### src/rtl/rps_cfg.svh
// constants of the remappable pin select block
`ifndef RPS_CFG_SVH
`define RPS_CFG_SVH

// ************************************************************
// register bus
// ************************************************************
`define RPS_ADDR_W        4
`define RPS_DATA_W        16
`define RPS_IDX_FAULT     4'h0
`define RPS_IDX_OUT_61_60 4'h1
`define RPS_IDX_OUT_63_62 4'h2
`define RPS_RESET_VAL     16'h0000
`define RPS_OUT_MASK      16'h3F3F

// ************************************************************
// field positions
// ************************************************************
`define RPS_PWM_FAULT_INPUT_4_MSB      15
`define RPS_PWM_FAULT_INPUT_4_LSB      8
`define RPS_PWM_FAULT_INPUT_3_MSB      7
`define RPS_PWM_FAULT_INPUT_3_LSB      0
`define RPS_HI_MSB        13
`define RPS_HI_LSB        8
`define RPS_LO_MSB        5
`define RPS_LO_LSB        0

// ************************************************************
// code ranges
// ************************************************************
`define RPS_PIN_CNT       182
`define RPS_PIN_MAX       8'hB5
`define RPS_PIN_VSS       8'h00
`define RPS_FUNC_CNT      64
`define RPS_FUNC_NONE     6'h00
`define RPS_FUNC_VALID    64'hFFFF_FFFF_FFFF_FFFE

`endif

### src/rtl/rps_pkg.sv
// types of the remappable pin select block
package rps_pkg;
    typedef logic [7:0] rps_pin_sel_t;
    typedef logic [5:0] rps_func_sel_t;
    typedef logic [15:0] rps_word_t;
endpackage : rps_pkg

### src/rtl/rps_top.sv
// remappable pin select: fault input routing and output function routing
`timescale 1ns/100ps
`include "rps_cfg.svh"

module rps_top import rps_pkg::*; (
    input  wire logic                      clock,             // system clock, 125 MHz
    input  wire logic                      rst,               // synchronous reset, high
    input  wire logic [`RPS_ADDR_W-1:0]    addr,              // register index
    input  wire logic [`RPS_DATA_W-1:0]    wr_data,           // write data
    input  wire logic                      wr_en,             // write strobe
    input  wire logic                      rd_en,             // read strobe
    output logic      [`RPS_DATA_W-1:0]    rd_data,           // read data, cycle after rd_en
    input  wire logic [`RPS_PIN_CNT-1:0]   remappable_pin,    // raw pin levels, async
    input  wire logic [`RPS_FUNC_CNT-1:0]  periph_func,       // peripheral output functions
    output logic                           pwm_fault_input_4, // routed fault 4
    output logic                           pwm_fault_input_3, // routed fault 3
    output logic      [3:0]                rp_out,            // pins 63..60 output level
    output logic      [3:0]                rp_out_en          // pins 63..60 driven by a function
);

    // ************************************************************
    // selection functions
    // ************************************************************
    // code 0 is tied to ground; codes past the last pin stay unconnected (low)
    function automatic logic pick_pin(input logic [`RPS_PIN_CNT-1:0] pins,
                                      input rps_pin_sel_t sel);
        logic r;
        r = 1'b0;
        if (sel != `RPS_PIN_VSS && sel <= `RPS_PIN_MAX) begin
            r = pins[sel];
        end
        return r;
    endfunction : pick_pin

    // unassigned function numbers leave the pin undriven
    function automatic logic func_valid(input rps_func_sel_t sel);
        logic [`RPS_FUNC_CNT-1:0] v;
        v = `RPS_FUNC_VALID;
        return (sel != `RPS_FUNC_NONE) && v[sel];
    endfunction : func_valid

    function automatic logic pick_func(input logic [`RPS_FUNC_CNT-1:0] f,
                                       input rps_func_sel_t sel);
        return func_valid(sel) && f[sel];
    endfunction : pick_func

    // register index decode, shared by the three write paths
    function automatic logic reg_hit(input logic [`RPS_ADDR_W-1:0] a,
                                     input logic [`RPS_ADDR_W-1:0] idx);
        return a == idx;
    endfunction : reg_hit

    // unimplemented bits of the output-select words are never stored
    function automatic rps_word_t keep_out_bits(input rps_word_t w);
        return w & `RPS_OUT_MASK;
    endfunction : keep_out_bits

    // ************************************************************
    // fault input select register
    // ************************************************************
    rps_word_t fault_input_pin_select_reg;
    rps_word_t fault_input_pin_select_next;

    // every bit is a selector bit, so the word is kept whole
    always_comb begin
        fault_input_pin_select_next = fault_input_pin_select_reg;
        if (wr_en && reg_hit(addr, `RPS_IDX_FAULT)) begin
            fault_input_pin_select_next = wr_data;
        end
    end

    always_ff @(posedge clock) begin
        if (rst) begin
            fault_input_pin_select_reg <= `RPS_RESET_VAL;
        end else begin
            fault_input_pin_select_reg <= fault_input_pin_select_next;
        end
    end

    // ************************************************************
    // output select register, pins 61 and 60
    // ************************************************************
    rps_word_t output_pin_select_61_60_reg;
    rps_word_t output_pin_select_61_60_next;

    // dropping bits 15:14 and 7:6 on the way in keeps them zero for reads
    always_comb begin
        output_pin_select_61_60_next = output_pin_select_61_60_reg;
        if (wr_en && reg_hit(addr, `RPS_IDX_OUT_61_60)) begin
            output_pin_select_61_60_next = keep_out_bits(wr_data);
        end
    end

    always_ff @(posedge clock) begin
        if (rst) begin
            output_pin_select_61_60_reg <= `RPS_RESET_VAL;
        end else begin
            output_pin_select_61_60_reg <= output_pin_select_61_60_next;
        end
    end

    // ************************************************************
    // output select register, pins 63 and 62
    // ************************************************************
    rps_word_t output_pin_select_63_62_reg;
    rps_word_t output_pin_select_63_62_next;

    always_comb begin
        output_pin_select_63_62_next = output_pin_select_63_62_reg;
        if (wr_en && reg_hit(addr, `RPS_IDX_OUT_63_62)) begin
            output_pin_select_63_62_next = keep_out_bits(wr_data);
        end
    end

    always_ff @(posedge clock) begin
        if (rst) begin
            output_pin_select_63_62_reg <= `RPS_RESET_VAL;
        end else begin
            output_pin_select_63_62_reg <= output_pin_select_63_62_next;
        end
    end

    // ************************************************************
    // read port
    // ************************************************************
    rps_word_t rd_data_reg;
    rps_word_t rd_data_next;

    // data stand one cycle only; idle cycles and unmapped indices read zero
    always_comb begin
        rd_data_next = `RPS_RESET_VAL;
        if (rd_en) begin
            case (addr)
                `RPS_IDX_FAULT:     rd_data_next = fault_input_pin_select_reg;
                `RPS_IDX_OUT_61_60: rd_data_next = output_pin_select_61_60_reg;
                `RPS_IDX_OUT_63_62: rd_data_next = output_pin_select_63_62_reg;
                default:            rd_data_next = `RPS_RESET_VAL;
            endcase
        end
    end

    always_ff @(posedge clock) begin
        if (rst) begin
            rd_data_reg <= `RPS_RESET_VAL;
        end else begin
            rd_data_reg <= rd_data_next;
        end
    end

    assign rd_data = rd_data_reg;

    // ************************************************************
    // selector fields
    // ************************************************************
    rps_pin_sel_t  fault4_pin_selector;
    rps_pin_sel_t  fault3_pin_selector;
    rps_func_sel_t out_sel_pin_60;
    rps_func_sel_t out_sel_pin_61;
    rps_func_sel_t out_sel_pin_62;
    rps_func_sel_t out_sel_pin_63;

    assign fault4_pin_selector = fault_input_pin_select_reg[`RPS_PWM_FAULT_INPUT_4_MSB:`RPS_PWM_FAULT_INPUT_4_LSB];
    assign fault3_pin_selector = fault_input_pin_select_reg[`RPS_PWM_FAULT_INPUT_3_MSB:`RPS_PWM_FAULT_INPUT_3_LSB];
    assign out_sel_pin_61      = output_pin_select_61_60_reg[`RPS_HI_MSB:`RPS_HI_LSB];
    assign out_sel_pin_60      = output_pin_select_61_60_reg[`RPS_LO_MSB:`RPS_LO_LSB];
    assign out_sel_pin_63      = output_pin_select_63_62_reg[`RPS_HI_MSB:`RPS_HI_LSB];
    assign out_sel_pin_62      = output_pin_select_63_62_reg[`RPS_LO_MSB:`RPS_LO_LSB];

    // ************************************************************
    // pin input synchroniser
    // ************************************************************
    // pins are asynchronous; the first stage feeds only the second
    logic [`RPS_PIN_CNT-1:0] pin_meta_reg;
    logic [`RPS_PIN_CNT-1:0] pin_meta_next;
    logic [`RPS_PIN_CNT-1:0] pin_sync_reg;
    logic [`RPS_PIN_CNT-1:0] pin_sync_next;

    always_comb begin
        pin_meta_next = remappable_pin;
        pin_sync_next = pin_meta_reg;
    end

    always_ff @(posedge clock) begin
        if (rst) begin
            pin_meta_reg <= '0;
            pin_sync_reg <= '0;
        end else begin
            pin_meta_reg <= pin_meta_next;
            pin_sync_reg <= pin_sync_next;
        end
    end

    // ************************************************************
    // fault input routing
    // ************************************************************
    logic fault4_reg;
    logic fault4_next;
    logic fault3_reg;
    logic fault3_next;

    // only the second synchroniser stage is read; pin edges show three edges later
    always_comb begin
        fault4_next = pick_pin(pin_sync_reg, fault4_pin_selector);
        fault3_next = pick_pin(pin_sync_reg, fault3_pin_selector);
    end

    always_ff @(posedge clock) begin
        if (rst) begin
            fault4_reg <= 1'b0;
            fault3_reg <= 1'b0;
        end else begin
            fault4_reg <= fault4_next;
            fault3_reg <= fault3_next;
        end
    end

    assign pwm_fault_input_4 = fault4_reg;
    assign pwm_fault_input_3 = fault3_reg;

    // ************************************************************
    // pin 60 output
    // ************************************************************
    logic pin60_out_reg;
    logic pin60_out_next;
    logic pin60_en_reg;
    logic pin60_en_next;

    // one register stage so every output leaves a flip-flop
    always_comb begin
        pin60_out_next = pick_func(periph_func, out_sel_pin_60);
        pin60_en_next  = func_valid(out_sel_pin_60);
    end

    always_ff @(posedge clock) begin
        if (rst) begin
            pin60_out_reg <= 1'b0;
            pin60_en_reg  <= 1'b0;
        end else begin
            pin60_out_reg <= pin60_out_next;
            pin60_en_reg  <= pin60_en_next;
        end
    end

    // ************************************************************
    // pin 61 output
    // ************************************************************
    logic pin61_out_reg;
    logic pin61_out_next;
    logic pin61_en_reg;
    logic pin61_en_next;

    always_comb begin
        pin61_out_next = pick_func(periph_func, out_sel_pin_61);
        pin61_en_next  = func_valid(out_sel_pin_61);
    end

    always_ff @(posedge clock) begin
        if (rst) begin
            pin61_out_reg <= 1'b0;
            pin61_en_reg  <= 1'b0;
        end else begin
            pin61_out_reg <= pin61_out_next;
            pin61_en_reg  <= pin61_en_next;
        end
    end

    // ************************************************************
    // pin 62 output
    // ************************************************************
    logic pin62_out_reg;
    logic pin62_out_next;
    logic pin62_en_reg;
    logic pin62_en_next;

    always_comb begin
        pin62_out_next = pick_func(periph_func, out_sel_pin_62);
        pin62_en_next  = func_valid(out_sel_pin_62);
    end

    always_ff @(posedge clock) begin
        if (rst) begin
            pin62_out_reg <= 1'b0;
            pin62_en_reg  <= 1'b0;
        end else begin
            pin62_out_reg <= pin62_out_next;
            pin62_en_reg  <= pin62_en_next;
        end
    end

    // ************************************************************
    // pin 63 output
    // ************************************************************
    logic pin63_out_reg;
    logic pin63_out_next;
    logic pin63_en_reg;
    logic pin63_en_next;

    always_comb begin
        pin63_out_next = pick_func(periph_func, out_sel_pin_63);
        pin63_en_next  = func_valid(out_sel_pin_63);
    end

    always_ff @(posedge clock) begin
        if (rst) begin
            pin63_out_reg <= 1'b0;
            pin63_en_reg  <= 1'b0;
        end else begin
            pin63_out_reg <= pin63_out_next;
            pin63_en_reg  <= pin63_en_next;
        end
    end

    // ************************************************************
    // output pins
    // ************************************************************
    // bus order is pin 60 at bit 0 up to pin 63 at bit 3
    assign rp_out    = {pin63_out_reg, pin62_out_reg, pin61_out_reg, pin60_out_reg};
    assign rp_out_en = {pin63_en_reg, pin62_en_reg, pin61_en_reg, pin60_en_reg};

endmodule : rps_top

### config.mk
export PLATFORM = sky130hd
export DESIGN_NAME = rps_top
export DESIGN_NICKNAME = d
export VERILOG_FILES = /design/src/rtl/rps_pkg.sv /design/src/rtl/rps_top.sv
export VERILOG_INCLUDE_DIRS = /design/src /design/src/rtl
export SDC_FILE = /design/constraint.sdc
export NUM_CORES = 1
export LEC_CHECK = 0
export BUFFER_PORTS_ARGS = -buffer_cell sky130_fd_sc_hd__buf_2
export CORE_AREA = 5 5 193 195
export CTS_BUF_LIST = sky130_fd_sc_hd__clkbuf_2
export DETAILED_ROUTE_END_ITERATION = 8
export DIE_AREA = 0 0 198 200
export PLACE_DENSITY = 0.72
export SKIP_LAST_GASP = 1
export SYNTH_ARGS = -nofsm -noshare
export SYNTH_HDL_FRONTEND = slang
export SYNTH_SLANG_ARGS = --single-unit
### constraint.sdc
create_clock -name clock -period 3.55 [get_ports clock]
set_input_delay 0.355 -clock clock [delete_from_list [all_inputs] [get_ports clock]]
set_output_delay 0.355 -clock clock [all_outputs]
set_load 0.02 [all_outputs]
==> load_flow_metrics.sql <==
INSERT INTO impl_metrics (metric_group, metric, value, unit) VALUES
('synth', 'postSynthAreaPerCell', '12.1', 'um^2'),
('clock_tree', 'cts-buffers-inserted', '101', ''),
('synth', 'net_count_of_the_mapped_netlist', '1714', ''),
('timing', 'worst_hold_slack', '0.116', 'ns'),
('detailed_routing', 'drt.antenna.violating_nets', '0', ''),
('timing', 'max_fclk', '366', 'MHz'),
('place', 'detailedPlacementHpwl', '33400', 'um'),
('global_routing', 'gr-usage-all-layers', '25.9', '%'),
('timing', 'rsz_0062_raised_after_global_routing', 'false', ''),
('clock_tree', 'cts_max_path_buffers', '3', ''),
('worst_setup_path', 'worst-endpoint-arrival', '3.68', 'ns'),
('timing', 'tns', '0', 'ns'),
('synth', 'synth.cell_area', '17500', 'um^2'),
('global_routing', 'number_of_global_route_vias_before_repair', '14592', ''),
('pwr', 'sequentialPowerShare', '54.3', '%'),
('worst_setup_path', 'r2r_cells', '5', ''),
('worst_setup_path', 'r2r_start', 'fault_input_pin_select_reg[0]', ''),
('worst_setup_path', 'worstReg2RegEnd', 'pwm_fault_input_3', ''),
('synth', 'synth_cell_type_count', '51', ''),
('pwr', 'overall_power', '9.51', 'mW'),
('clock_tree', 'clk-insertion-delay-late', '0.98', 'ns'),
('floorplan', 'ioPinCount', '296', ''),
('timing', 'timing.final.crit_period', '2.73', 'ns'),
('timing', 'finalHoldViolCount', '0', ''),
('pwr', 'power_density', '418', 'nW/um^2'),
('worst_setup_path', 'timing.critical_path.from', 'addr[3]', ''),
('pwr', 'relative_contribution_of_combinational_cells_to_total_power', '9.8', '%'),
('finish', 'layout_filler_cell_count', '2667', ''),
('worst_setup_path', 'crit_path_start_kind', 'primary input', ''),
('detailed_routing', 'via_per_inst', '5.38', ''),
('detailed_routing', 'vias', '13634', ''),
('timing', 'setup-violations-final', '0', ''),
('clock_tree', 'tritoncts', 'built', ''),
('floorplan', 'floorplan.die.width', '198', 'um'),
('synth', 'synth_top_cell_by_area', 'dfxtp_1', ''),
('status', 'run_status', 'finished, final reports clean', ''),
('clock_tree', 'cts_resized', '0', ''),
('synth', 'synth_cells', '1444', ''),
('global_routing', 'gr-total-overflow', '0', ''),
('job', 'max-cap-violations', '0', ''),
('pwr', 'power.ir.vdd_worst', '0.231', 'mV'),
('pwr', 'netSwitchingPower', '2.39', 'mW'),
('place', 'placed_cell_area', '19200', 'um^2'),
('pwr', 'p_clk_share', '35.9', '%'),
('pwr', 'intPower', '7.13', 'mW'),
('global_routing', 'pin_count_of_the_biggest_net_entering_global_routing', '140', ''),
('clock_tree', 'cts_num_sinks', '434', ''),
('clock_tree', 'h-tree-depth', '3', ''),
('synth', 'ys_warn_count', '0', ''),
('place', 'port_buffers', '295', ''),
('floorplan', 'floorplan.core_area', '35200', 'um^2'),
('pwr', 'power.static_leakage', '8.97', 'nW'),
('clock_tree', 'clkSlewWorstSetupHoldPaths', '0.12', 'ns'),
('worst_hold_path', 'holdPathStages', '3', ''),
('floorplan', 'initial_utilization', '49.6', '%'),
('pwr', 'sw_frac_of_total', '25.1', '%'),
('worst_setup_path', 'end_kind', 'register', ''),
('worst_hold_path', 'classification_of_the_worst_slack_hold_path', 'primary input to register', ''),
('timing', 'timing.slew.headroom', '40.0', '%'),
('detailed_routing', 'post-route-drc-count', '0', ''),
('finish', 'area_growth', '30.2', '%'),
('worst_hold_path', 'timing.hold.worst_endpoint', 'pin_meta_reg[14]', ''),
('finish', 'final_nets', '2265', ''),
('floorplan', 'die-height', '200', 'um'),
('detailed_routing', 'dr.first_iter.drc_count', '760', ''),
('synth', 'synth_largest_type_area_fraction', '49.7', '%'),
('worst_setup_path', 'required', '4.50', 'ns'),
('synth', 'ys_top_cells_by_area', 'dfxtp_1, mux4_2, nor2b_1', ''),
('timing', 'slew_violations', '0', ''),
('finish', 'layout-drive-gt1-share', '31.2', '%'),
('floorplan', 'die_area', '39600', 'um^2');
-- layout by cell type, fill, tap and decap left out, types with 4 or more instances in the layout --
cell / n
nor2_1: 19
nand3b_1: 4
mux2i_1: 18
buf_2: 294
and2_1: 9
nand3_1: 40
dfxtp_1: 430
dlygate4sd3_1: 258
bufinv_16: 6
nand2_1: 98
diode_2: 5
nor2b_1: 372
a22oi_1: 16
nor4_1: 9
buf_4: 21
clkinv_1: 25
clkbuf_2: 138
mux4_2: 166
a21oi_1: 60
mux4_1: 10
nand2b_1: 9
mux2_2: 5
-- Yosys cell counts (all sizes together) --
| cell | n |
|---|---|
| nor2b | 372 |
| nor2 | 19 |
| nor4b | 3 |
| nand4 | 3 |
| mux4 | 176 |
| o22a | 1 |
| and2 | 9 |
| or3 | 1 |
| o41ai | 1 |
| a32oi | 1 |
| o221ai | 1 |
| nand3b | 4 |
| o32ai | 1 |
| a22o | 2 |
| mux2 | 6 |
| a2111oi | 3 |
| nor3 | 2 |
| o311ai | 3 |
| o2bb2ai | 1 |
| nor4 | 10 |
| o21ai | 2 |
| a21oi | 60 |
| a31oi | 3 |
| and3b | 1 |
| a311o | 2 |
| nand3 | 40 |
| clkbuf | 84 |
| o2111a | 1 |
| o211ai | 3 |
| buf | 43 |
| o311a | 1 |
| nand2 | 98 |
| mux2i | 18 |
| a22oi | 16 |
| inv | 3 |
| o22ai | 2 |
| a211oi | 2 |
| clkinv | 1 |
| o2111ai | 1 |
| dfxtp | 434 |
| and3 | 1 |
| nand2b | 9 |
-- repair_timing --
action,4_1_cts,5_1_grt
setup endpoints to repair,0,0
hold endpoints to repair,288,0
hold buffers,258,0
buffers inserted,0,0
-- area by class of cell --
class / instances / area (um^2) / area share (%)
inverter: 4 / 15.0 / 0.0660
tap: 461 / 577 / 2.53
multi-input combinational: 879 / 8210 / 36.1
clock buffer: 138 / 691 / 3.03
antenna: 5 / 12.5 / 0.0550
timing repair buffer: 575 / 4250 / 18.7
clock inverter: 36 / 310 / 1.36
sequential: 434 / 8700 / 38.2
-- how the worst max path moves through the flow --
stage	to	slack (ns)
floorplan	pin61_out_reg	1.09
finish	output_pin_select_63_62_reg[10]	0.82
CTS	pwm_fault_input_3	0.86
global placement	pwm_fault_input_3	0.93
global route	pwm_fault_input_3	0.75
detailed placement	pwm_fault_input_3	0.88
-- logic make-up (layout without fill, tap and decap cells) --
family	Yosys count	in the layout	share of synthesized area (%)
DFF	434	434	49.7
muxes	200	200	24.3
buffers and inverters	131	753	3.50
other	0	5	0
and+or+nand+nor	572	572	18.7
AOI/OAI and AO/OA	107	107	3.84
-- worst max-delay path, cell delays in order --
cell and delay, ns:
dlygate4sd3_1 0.58, buf_2 0.19, nor4b_4 0.23, dlygate4sd3_1 0.60, buf_4 0.29, nand3_1 0.11
dlygate4sd3_1 0.58, a21oi_1 0.17, dlygate4sd3_1 0.58
-- per-layer routing --
layer	track usage, %	vias up	share of wire, %
li1	-	6248	-
met1	32.0	6549	39
met2	43.9	718	49
met3	7.23	119	9.1
met4	9.46	0	2.9
met5	0	-	0
-- power groups by stage --
stage / Combinational [mW] / Sequential [mW] / Clock, mW
CTS: 0.909 / 5.16 / 3.48
global route: 1.00 / 5.19 / 3.79
detailed placement: 0.698 / 5.27 / 0
global placement: 0.692 / 5.27 / 0
floorplan: 0.432 / 5.22 / 0
finish: 0.935 / 5.17 / 3.41
-- metrics by stage --
stage / std cells / setup slack, ns / utilization [%]
5_1_grt: 2530 / 0.753 / 64.6
6_report: 2532 / 0.819 / 64.6
2_1_floorplan: 1444 / 1.09 / -
3_3_place_gp: 2095 / 0.934 / 54.4
3_5_place_dp: 2095 / 0.875 / 54.4
4_1_cts: 2527 / 0.856 / 64.6
Note: power is estimated with default switching activity, not from simulation.
